$ cat src/logic/ictr_pkg.sv
// Package: register map, field layout and reset values of the channel trim bank
package ictr_pkg;
    localparam int ADDR_W = 4;
    localparam int DATA_W = 32;
    localparam int REG_W = 16;
    // Printed offsets are word indices; byte address is four times the index
    localparam logic [ADDR_W-1:0] IDX_OFFSET = 4'h2;
    localparam logic [ADDR_W-1:0] IDX_FSADJ = 4'h3;
    localparam logic [ADDR_W-1:0] IDX_MODE = 4'h4;
    localparam logic [ADDR_W-1:0] IDX_STATUS = 4'h5;
    localparam int OFS_MAG_HI = 15;
    localparam int OFS_MAG_LO = 8;
    localparam int OFS_SIGN = 7;
    localparam int FS_HI = 15;
    localparam int FS_LO = 7;
    localparam int OFS_MAG_W = OFS_MAG_HI - OFS_MAG_LO + 1;
    localparam int FS_W = FS_HI - FS_LO + 1;
    localparam logic [REG_W-1:0] OFFSET_RST = 16'h007F;
    localparam logic [REG_W-1:0] FSADJ_RST = 16'h807F;
    localparam logic [OFS_MAG_W-1:0] OFS_MAG_ZERO = 8'h00;
    localparam logic [FS_W-1:0] FS_MIDSCALE = 9'h100;
    localparam logic [6:0] FILL_ONES = 7'h7F;
    localparam logic [DATA_W-1:0] RD_ZERO = 32'h0000_0000;
endpackage

$ cat src/logic/ictr_wr_latch.sv
// Single write-only 16-bit trim register with reset value
`timescale 1ns/1ps
`default_nettype none
module ictr_wr_latch #(
    parameter logic [15:0] RST_VAL = 16'h0000
) (
    input wire logic clk,
    input wire logic rst,
    input wire logic wr_en,
    input wire logic [15:0] wr_data,
    output logic [15:0] value
);
    logic [15:0] value_q;
    always_ff @(posedge clk) begin
        if (rst) begin
            value_q <= RST_VAL;
        end else if (wr_en) begin
            value_q <= wr_data;
        end
    end
    assign value = value_q;
endmodule
`default_nettype wire

$ cat src/logic/ictr_top.sv
// Top: first-channel offset and full-scale trim registers on Avalon-MM
`timescale 1ns/1ps
`default_nettype none
module ictr_top (
    input wire logic SYS_CLK,
    input wire logic RST,
    input wire logic [ictr_pkg::ADDR_W+1:0] AVS_ADDRESS,
    input wire logic AVS_READ,
    input wire logic AVS_WRITE,
    input wire logic [ictr_pkg::DATA_W-1:0] AVS_WRITEDATA,
    input wire logic [3:0] AVS_BYTEENABLE,
    output logic [ictr_pkg::DATA_W-1:0] AVS_READDATA,
    output logic AVS_WAITREQUEST,
    output logic [ictr_pkg::OFS_MAG_W-1:0] OFFSET_MAG,
    output logic OFFSET_NEG,
    output logic [ictr_pkg::FS_W-1:0] FS_CODE
);
    ////////////////////////////////////////////////////////////////////////
    // Local bit positions of the bus words
    localparam int WORD_LSB = 2;
    localparam int LANE_W = 2;
    localparam int DATA_LSB = 0;
    localparam int MODE_BIT = 0;
    localparam int STAT_SIGN = ictr_pkg::OFS_MAG_W;
    localparam int STAT_FS_LO = STAT_SIGN + 1;
    localparam int STAT_FS_HI = STAT_FS_LO + ictr_pkg::FS_W - 1;

    ////////////////////////////////////////////////////////////////////////
    // Helpers
    // Word index match, used by every register select
    function automatic logic f_hit(
        input logic [ictr_pkg::ADDR_W-1:0] sel,
        input logic [ictr_pkg::ADDR_W-1:0] target
    );
        return sel == target;
    endfunction

    // Stored trim fields as one read word, upper bits zero
    function automatic logic [ictr_pkg::DATA_W-1:0] f_status(
        input logic [ictr_pkg::FS_W-1:0] code,
        input logic neg,
        input logic [ictr_pkg::OFS_MAG_W-1:0] mag
    );
        logic [ictr_pkg::DATA_W-1:0] word;
        word = ictr_pkg::RD_ZERO;
        word[ictr_pkg::OFS_MAG_W-1:0] = mag;
        word[STAT_SIGN] = neg;
        word[STAT_FS_HI:STAT_FS_LO] = code;
        return word;
    endfunction

    // Mode flag as one read word
    function automatic logic [ictr_pkg::DATA_W-1:0] f_mode(
        input logic ext
    );
        logic [ictr_pkg::DATA_W-1:0] word;
        word = ictr_pkg::RD_ZERO;
        word[MODE_BIT] = ext;
        return word;
    endfunction

    ////////////////////////////////////////////////////////////////////////
    // State and stored fields
    logic ack_q;
    logic ack_d;
    logic wait_q;
    logic wait_d;
    logic [ictr_pkg::DATA_W-1:0] rdata_q;
    logic [ictr_pkg::DATA_W-1:0] rdata_d;
    logic ext_mode_q;
    logic ext_mode_d;
    logic [ictr_pkg::REG_W-1:0] ofs_word;
    logic [ictr_pkg::REG_W-1:0] fs_word;
    logic [ictr_pkg::OFS_MAG_W-1:0] stored_mag;
    logic stored_neg;
    logic [ictr_pkg::FS_W-1:0] stored_fs;
    logic [ictr_pkg::OFS_MAG_W-1:0] out_mag_q;
    logic [ictr_pkg::OFS_MAG_W-1:0] out_mag_d;
    logic out_neg_q;
    logic out_neg_d;
    logic [ictr_pkg::FS_W-1:0] out_fs_q;
    logic [ictr_pkg::FS_W-1:0] out_fs_d;

    ////////////////////////////////////////////////////////////////////////
    // Address decode and write strobes
    wire [ictr_pkg::ADDR_W-1:0] idx = AVS_ADDRESS[ictr_pkg::ADDR_W+WORD_LSB-1:WORD_LSB];
    wire hit_ofs = f_hit(idx, ictr_pkg::IDX_OFFSET);
    wire hit_fs = f_hit(idx, ictr_pkg::IDX_FSADJ);
    wire hit_mode = f_hit(idx, ictr_pkg::IDX_MODE);
    wire hit_stat = f_hit(idx, ictr_pkg::IDX_STATUS);
    wire any_req = AVS_READ | AVS_WRITE;
    // New only while no answer is out, so a held request is served once
    wire req = any_req & ~ack_q;
    // Low two byte lanes carry the 16-bit word; partial writes are dropped
    wire lanes_ok = &AVS_BYTEENABLE[LANE_W-1:0];
    // Writes land on the answer edge, when the master sees waitrequest low
    wire wr_fire = AVS_WRITE & ack_q & lanes_ok;
    wire wr_ofs = wr_fire & hit_ofs;
    wire wr_fs = wr_fire & hit_fs;
    wire wr_mode = wr_fire & hit_mode;
    wire [ictr_pkg::REG_W-1:0] wdata16 = AVS_WRITEDATA[ictr_pkg::REG_W-1:DATA_LSB];
    wire mode_bit = AVS_WRITEDATA[MODE_BIT];

    ////////////////////////////////////////////////////////////////////////
    // Read path
    wire [ictr_pkg::DATA_W-1:0] rd_mode = f_mode(ext_mode_q);
    wire [ictr_pkg::DATA_W-1:0] rd_stat = f_status(stored_fs, stored_neg, stored_mag);
    // Trim registers read as zero: write-only by design
    wire [ictr_pkg::DATA_W-1:0] rd_mux =
        hit_mode ? rd_mode :
        hit_stat ? rd_stat :
        ictr_pkg::RD_ZERO;

    ////////////////////////////////////////////////////////////////////////
    // Bus slave: one wait cycle, answer on the second edge
    assign ack_d = req;
    // Own flop for waitrequest, so the port is a register output
    assign wait_d = ~req;
    // Read data zero outside a read answer
    assign rdata_d = (AVS_READ & req) ? rd_mux : ictr_pkg::RD_ZERO;
    always_ff @(posedge SYS_CLK) begin
        if (RST) begin
            ack_q <= 1'b0;
        end else begin
            ack_q <= ack_d;
        end
    end
    always_ff @(posedge SYS_CLK) begin
        if (RST) begin
            wait_q <= 1'b1;
        end else begin
            wait_q <= wait_d;
        end
    end
    always_ff @(posedge SYS_CLK) begin
        if (RST) begin
            rdata_q <= ictr_pkg::RD_ZERO;
        end else begin
            rdata_q <= rdata_d;
        end
    end

    ////////////////////////////////////////////////////////////////////////
    // Mode flag: reset selects normal mode, where trim has no effect
    assign ext_mode_d = wr_mode ? mode_bit : ext_mode_q;
    always_ff @(posedge SYS_CLK) begin
        if (RST) begin
            ext_mode_q <= 1'b0;
        end else begin
            ext_mode_q <= ext_mode_d;
        end
    end

    ////////////////////////////////////////////////////////////////////////
    // Trim storage; fill bits 6:0 are the host's duty and ignored here
    ictr_wr_latch #(.RST_VAL(ictr_pkg::OFFSET_RST)) u_ofs (
        .clk(SYS_CLK),
        .rst(RST),
        .wr_en(wr_ofs),
        .wr_data(wdata16),
        .value(ofs_word)
    );
    ictr_wr_latch #(.RST_VAL(ictr_pkg::FSADJ_RST)) u_fs (
        .clk(SYS_CLK),
        .rst(RST),
        .wr_en(wr_fs),
        .wr_data(wdata16),
        .value(fs_word)
    );
    assign stored_mag = ofs_word[ictr_pkg::OFS_MAG_HI:ictr_pkg::OFS_MAG_LO];
    assign stored_neg = ofs_word[ictr_pkg::OFS_SIGN];
    assign stored_fs = fs_word[ictr_pkg::FS_HI:ictr_pkg::FS_LO];

    ////////////////////////////////////////////////////////////////////////
    // Trim outputs, one cycle behind the stored word
    // Normal mode forces zero offset and midscale code
    assign out_mag_d = ext_mode_q ? stored_mag : ictr_pkg::OFS_MAG_ZERO;
    assign out_neg_d = ext_mode_q & stored_neg;
    // Analog side maps the code linearly, 560..840 mV around 700 mV
    assign out_fs_d = ext_mode_q ? stored_fs : ictr_pkg::FS_MIDSCALE;
    always_ff @(posedge SYS_CLK) begin
        if (RST) begin
            out_mag_q <= ictr_pkg::OFS_MAG_ZERO;
        end else begin
            out_mag_q <= out_mag_d;
        end
    end
    always_ff @(posedge SYS_CLK) begin
        if (RST) begin
            out_neg_q <= 1'b0;
        end else begin
            out_neg_q <= out_neg_d;
        end
    end
    // New code passes straight on; no calibration request exists here
    always_ff @(posedge SYS_CLK) begin
        if (RST) begin
            out_fs_q <= ictr_pkg::FS_MIDSCALE;
        end else begin
            out_fs_q <= out_fs_d;
        end
    end

    ////////////////////////////////////////////////////////////////////////
    // Ports
    assign AVS_WAITREQUEST = wait_q;
    assign AVS_READDATA = rdata_q;
    assign OFFSET_MAG = out_mag_q;
    assign OFFSET_NEG = out_neg_q;
    assign FS_CODE = out_fs_q;
endmodule
`default_nettype wire

$ cat config.mk
export PLATFORM = sky130hd
export DESIGN_NAME = ictr_top
export DESIGN_NICKNAME = d
export VERILOG_FILES = /design/src/logic/ictr_pkg.sv /design/src/logic/ictr_wr_latch.sv /design/src/logic/ictr_top.sv
export SDC_FILE = /design/constraint.sdc
export NUM_CORES = 1
export LEC_CHECK = 0
export BUFFER_PORTS_ARGS = -buffer_cell sky130_fd_sc_hd__buf_2
export CAP_MARGIN = 10
export CORE_UTILIZATION = 40
export CTS_BUF_LIST = sky130_fd_sc_hd__clkbuf_8
export DETAILED_ROUTE_END_ITERATION = 6
export GPL_TIMING_DRIVEN = 0
export PLACE_DENSITY = 0.85
export SYNTH_ARGS = -nofsm -noshare
export SYNTH_HDL_FRONTEND = slang
export SYNTH_SLANG_ARGS = --single-unit
$ cat constraint.sdc
create_clock -name SYS_CLK -period 1.2 [get_ports SYS_CLK]
set_input_delay 0 -clock SYS_CLK [delete_from_list [all_inputs] [get_ports SYS_CLK]]
set_output_delay 0 -clock SYS_CLK [all_outputs]
set_load 0.005 [all_outputs]
==> results.json, run 1 <==
{
  "status": "finished clean",
  "gp_congestion": 0.706,
  "ys_ff_latch": 57,
  "final_common_cell": "buf_2",
  "cp_slowest_cell": "dlygate4sd3_1",
  "io_pins": 97,
  "area_growth_pct": 41.0,
  "dr_total_vias": 1386,
  "syn_area_um2": 1990,
  "post-route-period-util_pct": 95.6,
  "cts_buffer_depth": 2,
  "clkPwrFrac_pct": 50.8,
  "first_global_vias": 1221,
  "cellLeakagePower_nw": 1.35,
  "yosysTopAreaCellShare_pct": 57.2,
  "htreeDepth": 3,
  "fmax_mhz": 872,
  "endpoint_kind": "register",
  "cts_tree": "done",
  "wire_per_inst_um": 10.7,
  "final_hold_viol_count": 0,
  "dr.pass1.iters": 4,
  "layout.nets": 317,
  "start_util_pct": 41.9,
  "clkTransAtPathRegs_ns": 0.06,
  "p_seq_share_pct": 44.8,
  "p_int_mw": 3.43,
  "hp-start": "RST",
  "drc": 0,
  "synth_top_area_cell": "dfxtp_1",
  "dieArea_um2": 5270,
  "worstSetupStartpoint": "AVS_WRITE",
  "cp_max_fo": 3,
  "grt_overflow_total": 0,
  "grt_start_max_net_pins": 18,
  "power_switching_mw": 0.814,
  "swShare_pct": 19.2,
  "cts_buffers": 9,
  "fp-row-count": 25,
  "required_ns": 1.42,
  "clockRootBuffer": "clkbuf_8",
  "min_period_ns": 1.15,
  "finalSetupTns_ns": 0,
  "crit_path_cell_trace": "dlygate4sd3_1 > buf_2 > nand3_2 > nor4b_4 > mux2_4",
  "ys_types": 21,
  "setup_viol": 0,
  "dp_cells": 315,
  "min_path_type": "in2reg",
  "vdd_drop_max_uv": 806,
  "antenna_found_initial": 0,
  "coreArea_um2": 4750,
  "clock_sinks": 57,
  "drv_slew": 0,
  "clk_latency_ns": 0.33,
  "n_antenna_cell": 0,
  "ant_nets": 0,
  "ys_seq_area_share_pct": 57.2,
  "critPathMaxStageDelay_ns": 0.54,
  "io_buffers": 56,
  "power_mw": 4.25,
  "vias_per_cell": 4.04,
  "ys_warn_count": 0,
  "r2r-start": "ack_q",
  "drt_iter0_markers": 32,
  "fin_cells": 343,
  "powerDensity_nw_per_um2": 1510,
  "post-place-ws_ns": -0.370,
  "grt_pass1_wl_um": 5320,
  "final_cell_mix": "57 x buf_2, 56 x dfxtp_1, 34 x and2_1",
  "crit_path_start_kind": "input pin",
  "drive_gt1_share_pct": 35.1,
  "die_x_um": 72.6,
  "die_h_um": 72.6,
  "finalWirelength_um": 3670,
  "hpwlAfterDp_um": 2520,
  "holdWs_ns": 0.00198,
  "netlist_top_cells_area": "dfxtp_1 57%, and2_1 11%, mux2i_1 9.5%",
  "drv_cap": 0,
  "setup_ws_ns": 0.0528,
  "pwr-share-comb_pct": 4.4,
  "track_usage_pct": 14.0,
  "clock-skew-final_ns": 0.00912,
  "cp_data_arrival_time_ns": 1.36,
  "syn_area_per_cell_um2": 11.1,
  "syn_inst": 179,
  "critPathKind": "in2reg"
}
-- state kept, by name, summed over array words and instances (netlist names), 8 cells and up --
| name | flops |
|---|---|
| OFFSET_MAG | 8 |
| u_fs.value | 9 |
| AVS_READDATA | 18 |
| u_ofs.value | 9 |
| FS_CODE | 9 |
-- cells in the mapped netlist --
master    count
nor3b_2       1
clkbuf_2      1
nand2b_1     28
mux2i_1      19
nor4b_1       1
nand3_1       2
and3_1        2
nor2_1        4
mux2_2        1
and4bb_2      1
dfxtp_1      57
nor2b_1       4
buf_4        14
and2_1       34
o21ai_0       1
conb_1        1
clkbuf_1      4
nand3_2       1
inv_1         1
buf_6         1
and4_1        1
-- power groups by stage --
stage          registers [mW]  clock network, mW  logic [mW]
2_1_floorplan            1.94                  0      0.0923
3_3_place_gp             1.94                  0       0.145
3_5_place_dp             1.94                  0       0.146
4_1_cts                  1.90               2.18       0.181
5_1_grt                  1.90               2.23       0.205
6_report                 1.90               2.16       0.187
-- per-stage QoR --
step / utilization [%] / cell area, µm²
after floorplan: - / 2040
after global placement: 50.6 / 2410
after detailed placement: 50.6 / 2410
after CTS: 58.8 / 2800
after global routing: 59.1 / 2810
final: 59.1 / 2810
-- per-layer routing --
metal	global-route usage (%)	part of all wire (%)
met2	23.9	50
met4	12.4	2.3
met3	2.49	4.5
met5	0	0
met1	14.8	43
-- cells by family (layout without fill, tap and decap cells) --
| group | after synthesis | in the layout | share of synthesized area [%] |
|---|---|---|---|
| DFF | 57 | 57 | 57.2 |
| other | 1 | 14 | 0.188 |
| AOI/OAI and AO/OA | 1 | 1 | 0.251 |
| muxes | 20 | 20 | 10.1 |
| buffers and inverters | 21 | 105 | 7.03 |
| and+or+nand+nor | 79 | 79 | 25.2 |
-- critical path, delay by kind of cell --
family                 cells  cell delay (ns)
AND/OR/NAND/NOR            2             0.36
multiplexers               1             0.32
buffers and inverters      2             0.68
-- timing repair --
action | 4_1_cts | 5_1_grt
pin swaps | 1 | 2
endpoints found under the hold margin | 22 | 0
hold buffers | 13 | 0
endpoints found under the setup margin | 21 | 19
resized for setup | 7 | 4
setup buffers | 0 | 0
-- path summary, 6_finish.rpt --
| kind | depth (start not counted) | end | slack [ns] |
|---|---|---|---|
| worst max register to register | 3 | ext_mode_q | 0.06 |
| worst min-delay path | 3 | FS_CODE[8] | 0.002 |
| worst min register to register | 1 | AVS_READDATA[12] | 0.47 |
| worst max-delay path | 5 | ext_mode_q | 0.05 |
-- final cells by class --
type	count	area (µm²)
Timing Repair Buffer	69	410
Sequential cell	57	1140
Clock inverter	6	105
Buffer	19	133
Inverter	1	3.75
Fill cell	435	1940
Multi-Input combinational cell	114	796
Tap cell	67	83.8
Clock buffer	10	138
Note: power is estimated with default switching activity, not from simulation.
==> run 2, diff against run 1 <==
--- a/config.mk
+++ b/config.mk
@@ -7,6 +7,7 @@
 export LEC_CHECK = 0
 export BUFFER_PORTS_ARGS = -buffer_cell sky130_fd_sc_hd__buf_2
 export CAP_MARGIN = 10
+export CORE_MARGIN = 4
 export CORE_UTILIZATION = 40
 export CTS_BUF_LIST = sky130_fd_sc_hd__clkbuf_8
 export DETAILED_ROUTE_END_ITERATION = 6
==> run 2 against run 1 <==
  * Maximum frequency shrank 2.6%
  * Combinational power grew 4%
  * Sequential share of layout area grew 0.68 points
==> results.json, run 2 (synthesis gave the netlist of run 1 again) <==
{
  "status": "finished clean",
  "wire_per_inst_um": 11.8,
  "cts_buffers": 9,
  "min_path_type": "in2reg",
  "crit_family": "flip-flops",
  "clk_latency_ns": 0.32,
  "dr_total_vias": 1441,
  "start_util_pct": 41.7,
  "critPathMaxStageDelay_ns": 0.36,
  "cp_max_fo": 4,
  "route.met3.wl_um": 236,
  "clkTransAtPathRegs_ns": 0.06,
  "power_mw": 3.49,
  "clock-skew-final_ns": 0.00367,
  "min_period_ns": 1.18,
  "htreeDepth": 3,
  "path_buf_inv": 1,
  "ant_nets": 0,
  "setup_ws_ns": 0.0221,
  "crit_path_start_kind": "register",
  "holdWs_ns": 0.0209,
  "fp-row-count": 25,
  "cp_data_arrival_time_ns": 1.43,
  "cellLeakagePower_nw": 1.35,
  "top_layer_used": "met4",
  "die_x_um": 78.6,
  "endpoint_kind": "register",
  "layout.nets": 322,
  "grt_start_max_net_pins": 18,
  "vdd_drop_max_uv": 674,
  "setup_viol": 0,
  "dr.pass1.iters": 4,
  "grt_overflow_total": 0,
  "crit_path_cell_trace": "nand3_4 > nor3b_4 > buf_2 > mux2i_1",
  "fmax_mhz": 849,
  "final_common_cell": "buf_2",
  "drive_gt1_share_pct": 34.5,
  "track_usage_pct": 14.8,
  "hpwlAfterDp_um": 2750,
  "fill_cells": 440,
  "final_cell_mix": "58 x buf_2, 56 x dfxtp_1, 34 x and2_1",
  "post-route-period-util_pct": 98.2,
  "clockRootBuffer": "clkbuf_8",
  "first_global_vias": 1498,
  "vias_per_cell": 4.14,
  "cts_buffer_depth": 2,
  "final_hold_viol_count": 0,
  "gp_congestion": 0.739,
  "wl_met2_um": 2070,
  "regArea_um2": 1140,
  "finalSetupTns_ns": 0,
  "cts_tree": "done",
  "antenna_found_initial": 0,
  "finalWirelength_um": 4120,
  "io_pins": 97,
  "cp_slowest_cell": "dfxtp_2",
  "post-place-ws_ns": -0.373,
  "drv_slew": 0,
  "largest_register_ffs": 18,
  "m1WireLength_um": 1700,
  "n_antenna_cell": 0,
  "drv_cap": 0,
  "coreArea_um2": 4790,
  "drc": 0,
  "area_growth_pct": 38.6,
  "multi_input_area_um2": 797,
  "rsz0062_at_grt": "yes",
  "grt_pass1_wl_um": 6860,
  "powerDensity_nw_per_um2": 1260,
  "dieArea_um2": 6180,
  "drt_iter0_markers": 27,
  "io_buffers": 56,
  "required_ns": 1.45,
  "clock_sinks": 57,
  "die_h_um": 78.6,
  "critPathKind": "reg2reg"
}
run 2: routing by layer:
| layer | global-route usage (%) | up-vias |
|---|---|---|
| met1 | 16.2 | 640 |
| li1 | - | 737 |
| met4 | 9.79 | 0 |
| met2 | 25.0 | 52 |
| met3 | 3.90 | 12 |
| met5 | 0 | - |
run 2: worst paths after layout:
| path | start | to | slack [ns] | depth (start not counted) |
|---|---|---|---|---|
| worst max-delay path | ack_q | u_ofs.value[14] | 0.02 | 4 |
| worst min-delay path | AVS_WRITEDATA[0] | ext_mode_q | 0.02 | 3 |
| worst max register to register | ack_q | u_ofs.value[14] | 0.02 | 4 |
| worst min register to register | u_ofs.value[15] | OFFSET_MAG[7] | 0.47 | 1 |
run 2: tightest hold or removal path, stage by stage:
cell and delay [ns]:
buf_2 0.07, nor2b_1 0.10, mux2_2 0.14
run 2: area by class of cell:
class / instances / area share (%)
Clock inverter: 7 / 1.13
Sequential cell: 57 / 41.3
Clock buffer: 9 / 4.48
Timing Repair Buffer: 74 / 16.3
Tap cell: 67 / 3.03
Multi-Input combinational cell: 114 / 28.8
Inverter: 1 / 0.136
Buffer: 19 / 4.80
run 2: timing repair:
action	4_1_cts	5_1_grt
cloned	0	1
hold endpoints to repair	22	0
hold buffers	15	0
setup buffers	0	2
pin swaps	0	1
endpoints found under the setup margin	21	32
gates resized for setup	5	6
run 2: report_power, final:
part	leakage, nW	total, mW	internal (mW)	switching (mW)
combinational	0.793	0.195	0.116	0.0796
clock	0.0963	1.40	0.709	0.686
sequential	0.460	1.90	1.90	0.00435
run 2: through the flow:
stage | area [µm²] | utilization [%] | cells
6_report | 2770 | 57.8 | 348
3_5_place_dp | 2410 | 50.3 | 315
5_1_grt | 2770 | 57.8 | 348
3_3_place_gp | 2410 | 50.3 | 315
2_1_floorplan | 2040 | - | 192
4_1_cts | 2720 | 56.9 | 345
